<file path="src/design/lmfc_align_pkg.sv">
package lmfc_align_pkg;

	// ****************
	// Register port
	// ****************
	localparam int ADDR_W = 12;
	localparam logic [11:0] OFS_PULSE_DELAY_COUNT = 12'h035;
	localparam logic [11:0] OFS_PULSE_REFERENCE_COUNT = 12'h036;
	localparam logic [11:0] OFS_LAST_PHASE_ERROR_LOW = 12'h038;
	localparam logic [11:0] OFS_LAST_PHASE_ERROR_HIGH = 12'h039;
	localparam logic [11:0] OFS_ALIGN_CONTROL = 12'h03A;
	localparam logic [11:0] OFS_ALIGN_STATUS = 12'h03B;
	localparam logic [7:0] REG_RESET = 8'h00;

	// ****************
	// Field positions
	// ****************
	localparam int BIT_ALIGN_ENABLE = 7;
	localparam int BIT_ARM_STROBE = 6;
	localparam int BIT_CLEAR_STICKY = 5;
	localparam int BIT_CLEAR_LAST = 4;
	localparam int BIT_LAST_BELOW = 7;
	localparam int BIT_LAST_ABOVE = 6;
	localparam int BIT_LAST_MSB = 0;
	localparam int BIT_BUSY = 7;
	localparam int BIT_LOCKED = 3;
	localparam int BIT_ROTATED = 2;
	localparam int BIT_TRIPPED = 0;

	// ****************
	// Modes and states
	// ****************
	localparam logic [3:0] MODE_ONE_SHOT = 4'h1;
	localparam logic [3:0] MODE_CONTINUOUS = 4'h2;
	localparam logic [3:0] MODE_MONITOR = 4'h8;
	localparam logic [3:0] MODE_ONE_SHOT_MONITOR = 4'h9;
	localparam int LMFC_PERIOD_DEFAULT = 16;

	typedef enum logic [1:0] {
		ST_IDLE = 2'b00,
		ST_DELAY = 2'b01,
		ST_REFS = 2'b10,
		ST_MONITOR = 2'b11
	} align_state_t;

endpackage

</file>
<file path="src/design/level_sync.sv">
`timescale 1ns/1ps

module level_sync (
	input wire logic clock,
	input wire logic reset,
	input wire logic async_in,
	output logic sync_out
);

	logic stage1;

	// ****************
	// Two flop synchroniser
	// ****************
	always_ff @(posedge clock) begin
		if (reset) begin
			stage1 <= 1'b0;
			sync_out <= 1'b0;
		end else begin
			stage1 <= async_in;
			sync_out <= stage1;
		end
	end

endmodule

</file>
<file path="src/design/lmfc_sysref_sync_aligner.sv">
`timescale 1ns/1ps

// Functional notes
// - Pulse mode waits the programmed number of LMFC periods before a sync cycle.
// - Rotation happens only after the programmed count of SYSREF pulses.
// - Last phase error is 9 bits; low byte in one register, bit 8 next.
// - Last-under flag at bit 7 marks error below the window.
// - Last-over flag at bit 6 marks error above the window.
// - Logic runs only when enabled; mode picks one-shot, continuous, monitor, one-shot-monitor.
// - Software arms one-shot by the arm bit; next qualifying SYSREF is acted on.
// - Rising edge of control bit 5 clears rotated and tripped sticky bits.
// - Rising edge of control bit 4 clears last error and its flags.
// - Status bit 7 shows the state machine busy.
// - Status bit 3 shows LMFC aligned within the error window.
// - Status bit 2 is sticky, set whenever clocks are rotated.
// - Status bit 0 is sticky, set on a SYSREF pulse after arming.
// - Phase deviations within plus or minus window clocks cause no adjustment.
module lmfc_sysref_sync_aligner #(
	parameter int LMFC_PERIOD = lmfc_align_pkg::LMFC_PERIOD_DEFAULT
) (
	input wire logic clock,
	input wire logic reset,
	input wire logic sysref,
	input wire logic [2:0] phase_tolerance_window,
	input wire logic [11:0] reg_addr,
	input wire logic reg_write,
	input wire logic [7:0] reg_write_data,
	output logic [7:0] reg_read_data,
	output logic [7:0] lmfc_count,
	output logic lmfc_edge
);

	// ****************
	// Registers
	// ****************
	logic [7:0] pulse_delay_periods;
	logic [7:0] pulse_ref_pulses;
	logic [7:0] align_control;
	logic [7:0] last_err_low_bits;
	logic last_err_msb;
	logic last_err_below_window;
	logic last_err_above_window;
	logic align_locked;
	logic align_rotated_sticky;
	logic align_tripped_sticky;
	logic [7:0] prev_control;
	logic [8:0] present_phase_error;
	lmfc_align_pkg::align_state_t state;
	logic [7:0] delay_cnt;
	logic [7:0] ref_cnt;
	logic sysref_level;
	logic sysref_prev;

	logic align_enable;
	logic [3:0] align_mode_select;
	logic arm_rise;
	logic clear_sticky_flags;
	logic clear_last_error;
	logic sysref_edge;
	logic lmfc_wrap;
	logic [8:0] phase_err;
	logic [8:0] window9;
	logic err_over;
	logic err_under;
	logic ref_reached;
	logic act;
	logic do_rotate;
	logic monitor_act;
	logic align_machine_busy;
	logic [7:0] next_read_data;

	assign align_enable = align_control[lmfc_align_pkg::BIT_ALIGN_ENABLE];
	assign align_mode_select = align_control[3:0];
	assign arm_rise = align_control[lmfc_align_pkg::BIT_ARM_STROBE]
		& ~prev_control[lmfc_align_pkg::BIT_ARM_STROBE];
	assign clear_sticky_flags = align_control[lmfc_align_pkg::BIT_CLEAR_STICKY]
		& ~prev_control[lmfc_align_pkg::BIT_CLEAR_STICKY];
	assign clear_last_error = align_control[lmfc_align_pkg::BIT_CLEAR_LAST]
		& ~prev_control[lmfc_align_pkg::BIT_CLEAR_LAST];
	assign sysref_edge = sysref_level & ~sysref_prev;
	assign lmfc_wrap = lmfc_count == 8'(LMFC_PERIOD - 1);
	assign align_machine_busy = (state == lmfc_align_pkg::ST_DELAY)
		|| (state == lmfc_align_pkg::ST_REFS);

	level_sync u_sysref_sync (
		.clock(clock),
		.reset(reset),
		.async_in(sysref),
		.sync_out(sysref_level)
	);

	// ****************
	// Phase error
	// ****************
	always_comb begin
		if (lmfc_count <= 8'(LMFC_PERIOD / 2)) begin
			phase_err = {1'b0, lmfc_count};
		end else begin
			phase_err = {1'b0, lmfc_count} - 9'(LMFC_PERIOD);
		end
	end

	assign window9 = {6'h00, phase_tolerance_window};
	assign err_over = $signed(phase_err) > $signed(window9);
	assign err_under = $signed(phase_err) < -$signed(window9);
	assign ref_reached = ({1'b0, ref_cnt} + 9'h001) >= {1'b0, pulse_ref_pulses};
	assign act = align_enable && (state == lmfc_align_pkg::ST_REFS)
		&& sysref_edge && ref_reached;
	assign do_rotate = act && (err_over || err_under);
	assign monitor_act = align_enable && (state == lmfc_align_pkg::ST_MONITOR) && sysref_edge;

	// ****************
	// Register writes
	// ****************
	always_ff @(posedge clock) begin
		if (reset) begin
			pulse_delay_periods <= lmfc_align_pkg::REG_RESET;
			pulse_ref_pulses <= lmfc_align_pkg::REG_RESET;
			align_control <= lmfc_align_pkg::REG_RESET;
			prev_control <= lmfc_align_pkg::REG_RESET;
		end else begin
			prev_control <= align_control;
			if (reg_write) begin
				case (reg_addr)
					lmfc_align_pkg::OFS_PULSE_DELAY_COUNT: begin
						pulse_delay_periods <= reg_write_data;
					end
					lmfc_align_pkg::OFS_PULSE_REFERENCE_COUNT: begin
						pulse_ref_pulses <= reg_write_data;
					end
					lmfc_align_pkg::OFS_ALIGN_CONTROL: begin
						align_control <= reg_write_data;
					end
					default: begin
					end
				endcase
			end
		end
	end

	// ****************
	// Register reads
	// ****************
	always_comb begin
		case (reg_addr)
			lmfc_align_pkg::OFS_PULSE_DELAY_COUNT: next_read_data = pulse_delay_periods;
			lmfc_align_pkg::OFS_PULSE_REFERENCE_COUNT: next_read_data = pulse_ref_pulses;
			lmfc_align_pkg::OFS_LAST_PHASE_ERROR_LOW: next_read_data = last_err_low_bits;
			lmfc_align_pkg::OFS_LAST_PHASE_ERROR_HIGH: begin
				next_read_data = {last_err_below_window, last_err_above_window, 5'h00,
					last_err_msb};
			end
			lmfc_align_pkg::OFS_ALIGN_CONTROL: next_read_data = align_control;
			lmfc_align_pkg::OFS_ALIGN_STATUS: begin
				next_read_data = {align_machine_busy, 3'h0, align_locked,
					align_rotated_sticky, 1'b0, align_tripped_sticky};
			end
			default: next_read_data = 8'h00;
		endcase
	end

	always_ff @(posedge clock) begin
		if (reset) begin
			reg_read_data <= 8'h00;
		end else begin
			reg_read_data <= next_read_data;
		end
	end

	// ****************
	// LMFC counter
	// ****************
	always_ff @(posedge clock) begin
		if (reset) begin
			lmfc_count <= 8'h00;
			lmfc_edge <= 1'b0;
		end else if (do_rotate) begin
			lmfc_count <= 8'h01;
			lmfc_edge <= 1'b0;
		end else begin
			lmfc_count <= lmfc_wrap ? 8'h00 : lmfc_count + 8'h01;
			lmfc_edge <= (lmfc_count == 8'(LMFC_PERIOD - 2));
		end
	end

	// ****************
	// Sync state machine
	// ****************
	always_ff @(posedge clock) begin
		if (reset) begin
			state <= lmfc_align_pkg::ST_IDLE;
			delay_cnt <= 8'h00;
			ref_cnt <= 8'h00;
			sysref_prev <= 1'b0;
		end else begin
			sysref_prev <= sysref_level;
			if (!align_enable) begin
				state <= lmfc_align_pkg::ST_IDLE;
			end else begin
				case (state)
					lmfc_align_pkg::ST_IDLE: begin
						delay_cnt <= 8'h00;
						ref_cnt <= 8'h00;
						if (align_mode_select == lmfc_align_pkg::MODE_CONTINUOUS) begin
							state <= lmfc_align_pkg::ST_DELAY;
						end else if (align_mode_select == lmfc_align_pkg::MODE_MONITOR) begin
							state <= lmfc_align_pkg::ST_MONITOR;
						end else if (arm_rise && (align_mode_select
							== lmfc_align_pkg::MODE_ONE_SHOT || align_mode_select
							== lmfc_align_pkg::MODE_ONE_SHOT_MONITOR)) begin
							state <= lmfc_align_pkg::ST_DELAY;
						end
					end
					lmfc_align_pkg::ST_DELAY: begin
						if (delay_cnt >= pulse_delay_periods) begin
							state <= lmfc_align_pkg::ST_REFS;
							ref_cnt <= 8'h00;
						end else if (lmfc_wrap) begin
							delay_cnt <= delay_cnt + 8'h01;
						end
					end
					lmfc_align_pkg::ST_REFS: begin
						if (act) begin
							delay_cnt <= 8'h00;
							if (align_mode_select == lmfc_align_pkg::MODE_CONTINUOUS) begin
								state <= lmfc_align_pkg::ST_DELAY;
							end else if (align_mode_select
								== lmfc_align_pkg::MODE_ONE_SHOT_MONITOR) begin
								state <= lmfc_align_pkg::ST_MONITOR;
							end else begin
								state <= lmfc_align_pkg::ST_IDLE;
							end
						end else if (sysref_edge) begin
							ref_cnt <= ref_cnt + 8'h01;
						end
					end
					lmfc_align_pkg::ST_MONITOR: begin
						if (align_mode_select != lmfc_align_pkg::MODE_MONITOR
							&& align_mode_select != lmfc_align_pkg::MODE_ONE_SHOT_MONITOR) begin
							state <= lmfc_align_pkg::ST_IDLE;
						end
					end
					default: state <= lmfc_align_pkg::ST_IDLE;
				endcase
			end
		end
	end

	// ****************
	// Error capture and status
	// ****************
	always_ff @(posedge clock) begin
		if (reset) begin
			present_phase_error <= 9'h000;
			last_err_low_bits <= 8'h00;
			last_err_msb <= 1'b0;
			last_err_below_window <= 1'b0;
			last_err_above_window <= 1'b0;
			align_locked <= 1'b0;
		end else begin
			if (do_rotate) begin
				last_err_low_bits <= phase_err[7:0];
				last_err_msb <= phase_err[8];
				last_err_below_window <= err_under;
				last_err_above_window <= err_over;
				present_phase_error <= 9'h000;
			end else begin
				if (clear_last_error) begin
					last_err_low_bits <= 8'h00;
					last_err_msb <= 1'b0;
					last_err_below_window <= 1'b0;
					last_err_above_window <= 1'b0;
				end
				if (act || monitor_act) begin
					present_phase_error <= phase_err;
				end
			end
			if (!align_enable) begin
				align_locked <= 1'b0;
			end else if (act) begin
				align_locked <= 1'b1;
			end else if (monitor_act) begin
				align_locked <= !(err_over || err_under);
			end
		end
	end

	always_ff @(posedge clock) begin
		if (reset) begin
			align_rotated_sticky <= 1'b0;
			align_tripped_sticky <= 1'b0;
		end else begin
			if (do_rotate) begin
				align_rotated_sticky <= 1'b1;
			end else if (clear_sticky_flags) begin
				align_rotated_sticky <= 1'b0;
			end
			if (align_enable && state == lmfc_align_pkg::ST_REFS && sysref_edge) begin
				align_tripped_sticky <= 1'b1;
			end else if (clear_sticky_flags) begin
				align_tripped_sticky <= 1'b0;
			end
		end
	end
endmodule

</file>
<file path="config.mk">
export PLATFORM = sky130hd
export DESIGN_NAME = lmfc_sysref_sync_aligner
export DESIGN_NICKNAME = d
export VERILOG_FILES = /design/src/design/lmfc_align_pkg.sv /design/src/design/level_sync.sv /design/src/design/lmfc_sysref_sync_aligner.sv
export SDC_FILE = /design/constraint.sdc
export NUM_CORES = 1
export LEC_CHECK = 0
export BUFFER_PORTS_ARGS = -buffer_cell sky130_fd_sc_hd__buf_4
export CAP_MARGIN = 20
export CORE_MARGIN = 1.5
export CORE_UTILIZATION = 40
export DETAILED_ROUTE_END_ITERATION = 7
export PLACE_DENSITY_LB_ADDON = 0.2
export SLEW_MARGIN = 20
export SYNTH_ARGS = -nofsm -noshare
export SYNTH_HDL_FRONTEND = slang
export SYNTH_SLANG_ARGS = --single-unit
</file>
<file path="constraint.sdc">
create_clock -name clock -period 8.8 [get_ports clock]
set_clock_uncertainty 0.05 [all_clocks]
set_input_delay 1.76 -clock clock [delete_from_list [all_inputs] [get_ports clock]]
set_output_delay 1.76 -clock clock [all_outputs]
set_load 0.02 [all_outputs]
</file>
==> results.toml <==
[cells_and_area]
area.growth.synth_to_final_pct = 15.9
n_antenna_cell = 0
final_layout_size_suffix_gt1_share_pct = 12.5
fin_nets = 653
final_area_sq_um = 5450
multiInputGateArea_sq_um = 2880
final_common_cell = "dfxtp_1"
final_cell_mix = "dfxtp_1 (79), nand2_1 (61), buf_4 (44), ha_1 (41), a21oi_1 (39)"
fillCellCount = 1132
seq_area_sq_um = 1580

[min_path]
min-delay-start = "u_sysref_sync.stage1"
hold_path.class = "reg2reg"

[global_routing]
busiest_layer = "met2"
grt_antenna_before_repair = 0
grt_pass1_vias = 3908
grt.met1_usage_pct = 25.2
use_met3_pct = 4.19
grt_max_degree = 66
met2_usage_pct = 32.1
track_usage_pct = 19.3
grt_overflow_total = 0
grt_pass1_wl_microns = 19500

[timing]
rsz0062_at_grt = "false"
fin_crit_ns = 3.84
finalSetupViolations = 0
period_share_pct = 43.6
hold_violations = 0
tightestPinTransition_ns = 0.980
slew-limit-headroom_pct = 34.5
finalSetupTns_ns = 0
finalMaxSlewViolations = 0
fmax_mhz = 260

[clocking]
clock_latency_ns = 0.35
cts_root_buf = "clkbuf_16"
clk_pin_slew_worst_paths_ns = 0.07
cts_resized = 0
ctsLongestPathBuffers = 2
cts_tree = "built"
post_cts_buffers = 0
cts_buffers = 9
htree_levels = 3
ctsHoldBuffers = 0
cts.sinks = 79

[detailed_routing]
drt_iter0_markers = 373
final_antenna_net_count = 0
detail_route.wl_per_cell_microns = 15.9
drc = 0
drt-pass1-iter-count = 7
vias = 4076
totalWireLength_microns = 11700
drt-vias-per-instance = 5.56

[power]
pwr-share-comb_pct = 5.5
p_int_mw = 0.635
peakVddDrop_mv = 0.133
sw_frac_of_total_pct = 23.9
p_sw_mw = 0.199
power_mw = 0.834
power_density_nw_per_um2 = 153
p_seq_share_pct = 43.4
power_frac_clock_pct = 51.1
p_leak_nw = 2.12

[synthesis]
seq_area_frac_synth_pct = 33.6
ys_ff_latch = 79
synth_area_sq_um = 4700
syn_avg_cell_area_sq_um = 8.50
ys_types = 66
ys_top_cells_by_area = "dfxtp_1 (34%), ha_1 (11%), mux2i_1 (5.7%)"
yosys_warnings = 0
syn-instance-count = 553
syn_nets = 621
synth_top_area_cell = "dfxtp_1"
ys_async_sr_fraction_pct = 0
synth_edf_count = 0
synth_top_cell_area_share_pct = 33.6
synth_flop_cell = "dfxtp_1"

[worst_setup_path]
crit_arrival_ns = 4.07
worstSetupEndpointType = "flop"
start_kind = "primary input"
startpoint = "phase_tolerance_window[0]"
required_ns = 9.03
path_class = "in2reg"
crit_fanout = 11
reg2reg_from = "lmfc_count[4]"

[job]
cap_violations = 0

[place]
port_buffers = 43
hpwlAfterDp_microns = 8830
placed_area_sq_um = 5110
place_congestion = 0.839

[floorplanning]
die_area_sq_um = 12400
ios = 44
core_sq_um = 11400
rows = 39
fp.dieW_microns = 111
start_util_pct = 41.2
die_h_microns = 111

[run_status]
status = "completed"
cell families (layout without fill, tap and decap cells):
family	Yosys count	in the layout	share of synthesized area (%)
xor+xnor	16	16	2.98
flops	79	79	33.6
buf+inv	62	99	5.32
simple gates	209	209	24.1
compound gates	116	116	16.3
mux	30	30	6.71
fa+ha+maj	41	41	10.9
critical path, stage by stage:
cell       delay (ns)
buf_4            0.09
inv_1            0.04
ha_1             0.18
ha_1             0.27
inv_1            0.04
ha_1             0.27
o2111ai_1        0.13
and3_1           0.17
o211a_1          0.26
o31ai_4          0.60
mux2i_1          0.25
stage by stage:
stage / hold WS (ns) / std cells / worst slack [ns] / util (%)
final: 0.392 / 733 / 4.96 / 47.7
after global routing: 0.417 / 733 / 4.69 / 47.7
after floorplan: 0.364 / 553 / 5.02 / -
after detailed placement: 0.378 / 717 / 4.29 / 44.7
after CTS: 0.396 / 733 / 4.64 / 47.7
after global placement: 0.375 / 717 / 4.33 / 44.7
routing by layer:
layer,up-vias,routed length (microns)
met2,114,5600
li1,2038,-
met5,-,0
met3,17,611
met1,1907,5250
met4,0,214
power by group through the flow:
stage / clock (mW) / combinational (mW) / sequential, mW
floorplan: 0 / 0.0258 / 0.371
global placement: 0 / 0.0445 / 0.370
detailed placement: 0 / 0.0457 / 0.370
CTS: 0.431 / 0.0461 / 0.362
global route: 0.447 / 0.0513 / 0.362
finish: 0.426 / 0.0459 / 0.362
Yosys cell counts, drive strengths merged (6+ instances only):
| library cell | n |
|---|---|
| a211oi | 12 |
| a21oi | 39 |
| a31oi | 6 |
| and3 | 8 |
| buf | 9 |
| clkbuf | 14 |
| dfxtp | 79 |
| ha | 41 |
| inv | 38 |
| mux2i | 27 |
| nand2 | 61 |
| nand2b | 23 |
| nand3 | 26 |
| nand4 | 10 |
| nor2 | 24 |
| nor2b | 14 |
| nor3 | 14 |
| nor4 | 6 |
| o21a | 6 |
| o21ai | 18 |
| xnor2 | 11 |
flip-flops by register name, indices dropped and copies added, names as in the netlist:
signal and count:
align_control 8, align_locked 1, align_rotated_sticky 1, align_tripped_sticky 1
delay_cnt 8, last_err_above_window 1, last_err_below_window 1, last_err_low_bits 8
last_err_msb 1, lmfc_count 8, lmfc_edge 1, prev_control 3
pulse_delay_periods 8, pulse_ref_pulses 8, ref_cnt 8, reg_read_data 8
state 2, sysref_prev 1, u_sysref_sync.stage1 1, u_sysref_sync.sync_out 1
final cells by class:
cell class,instances,area share (%)
sequential,79,29.0
inverter,39,2.69
tap,143,3.28
clock inverter,7,2.00
timing repair buffer,44,6.06
multi-input combinational,412,52.8
clock buffer,9,4.13
path summary, 6_finish.rpt:
kind | depth (start not counted) | slack (ns) | endpoint
worst min-delay path | 1 | 0.39 | u_sysref_sync.sync_out
worst min register to register | 1 | 0.39 | u_sysref_sync.sync_out
worst max-delay path | 11 | 4.96 | last_err_low_bits[4]
worst max register to register | 13 | 5.05 | last_err_msb
No activity file was read; power rests on OpenSTA's default activity.
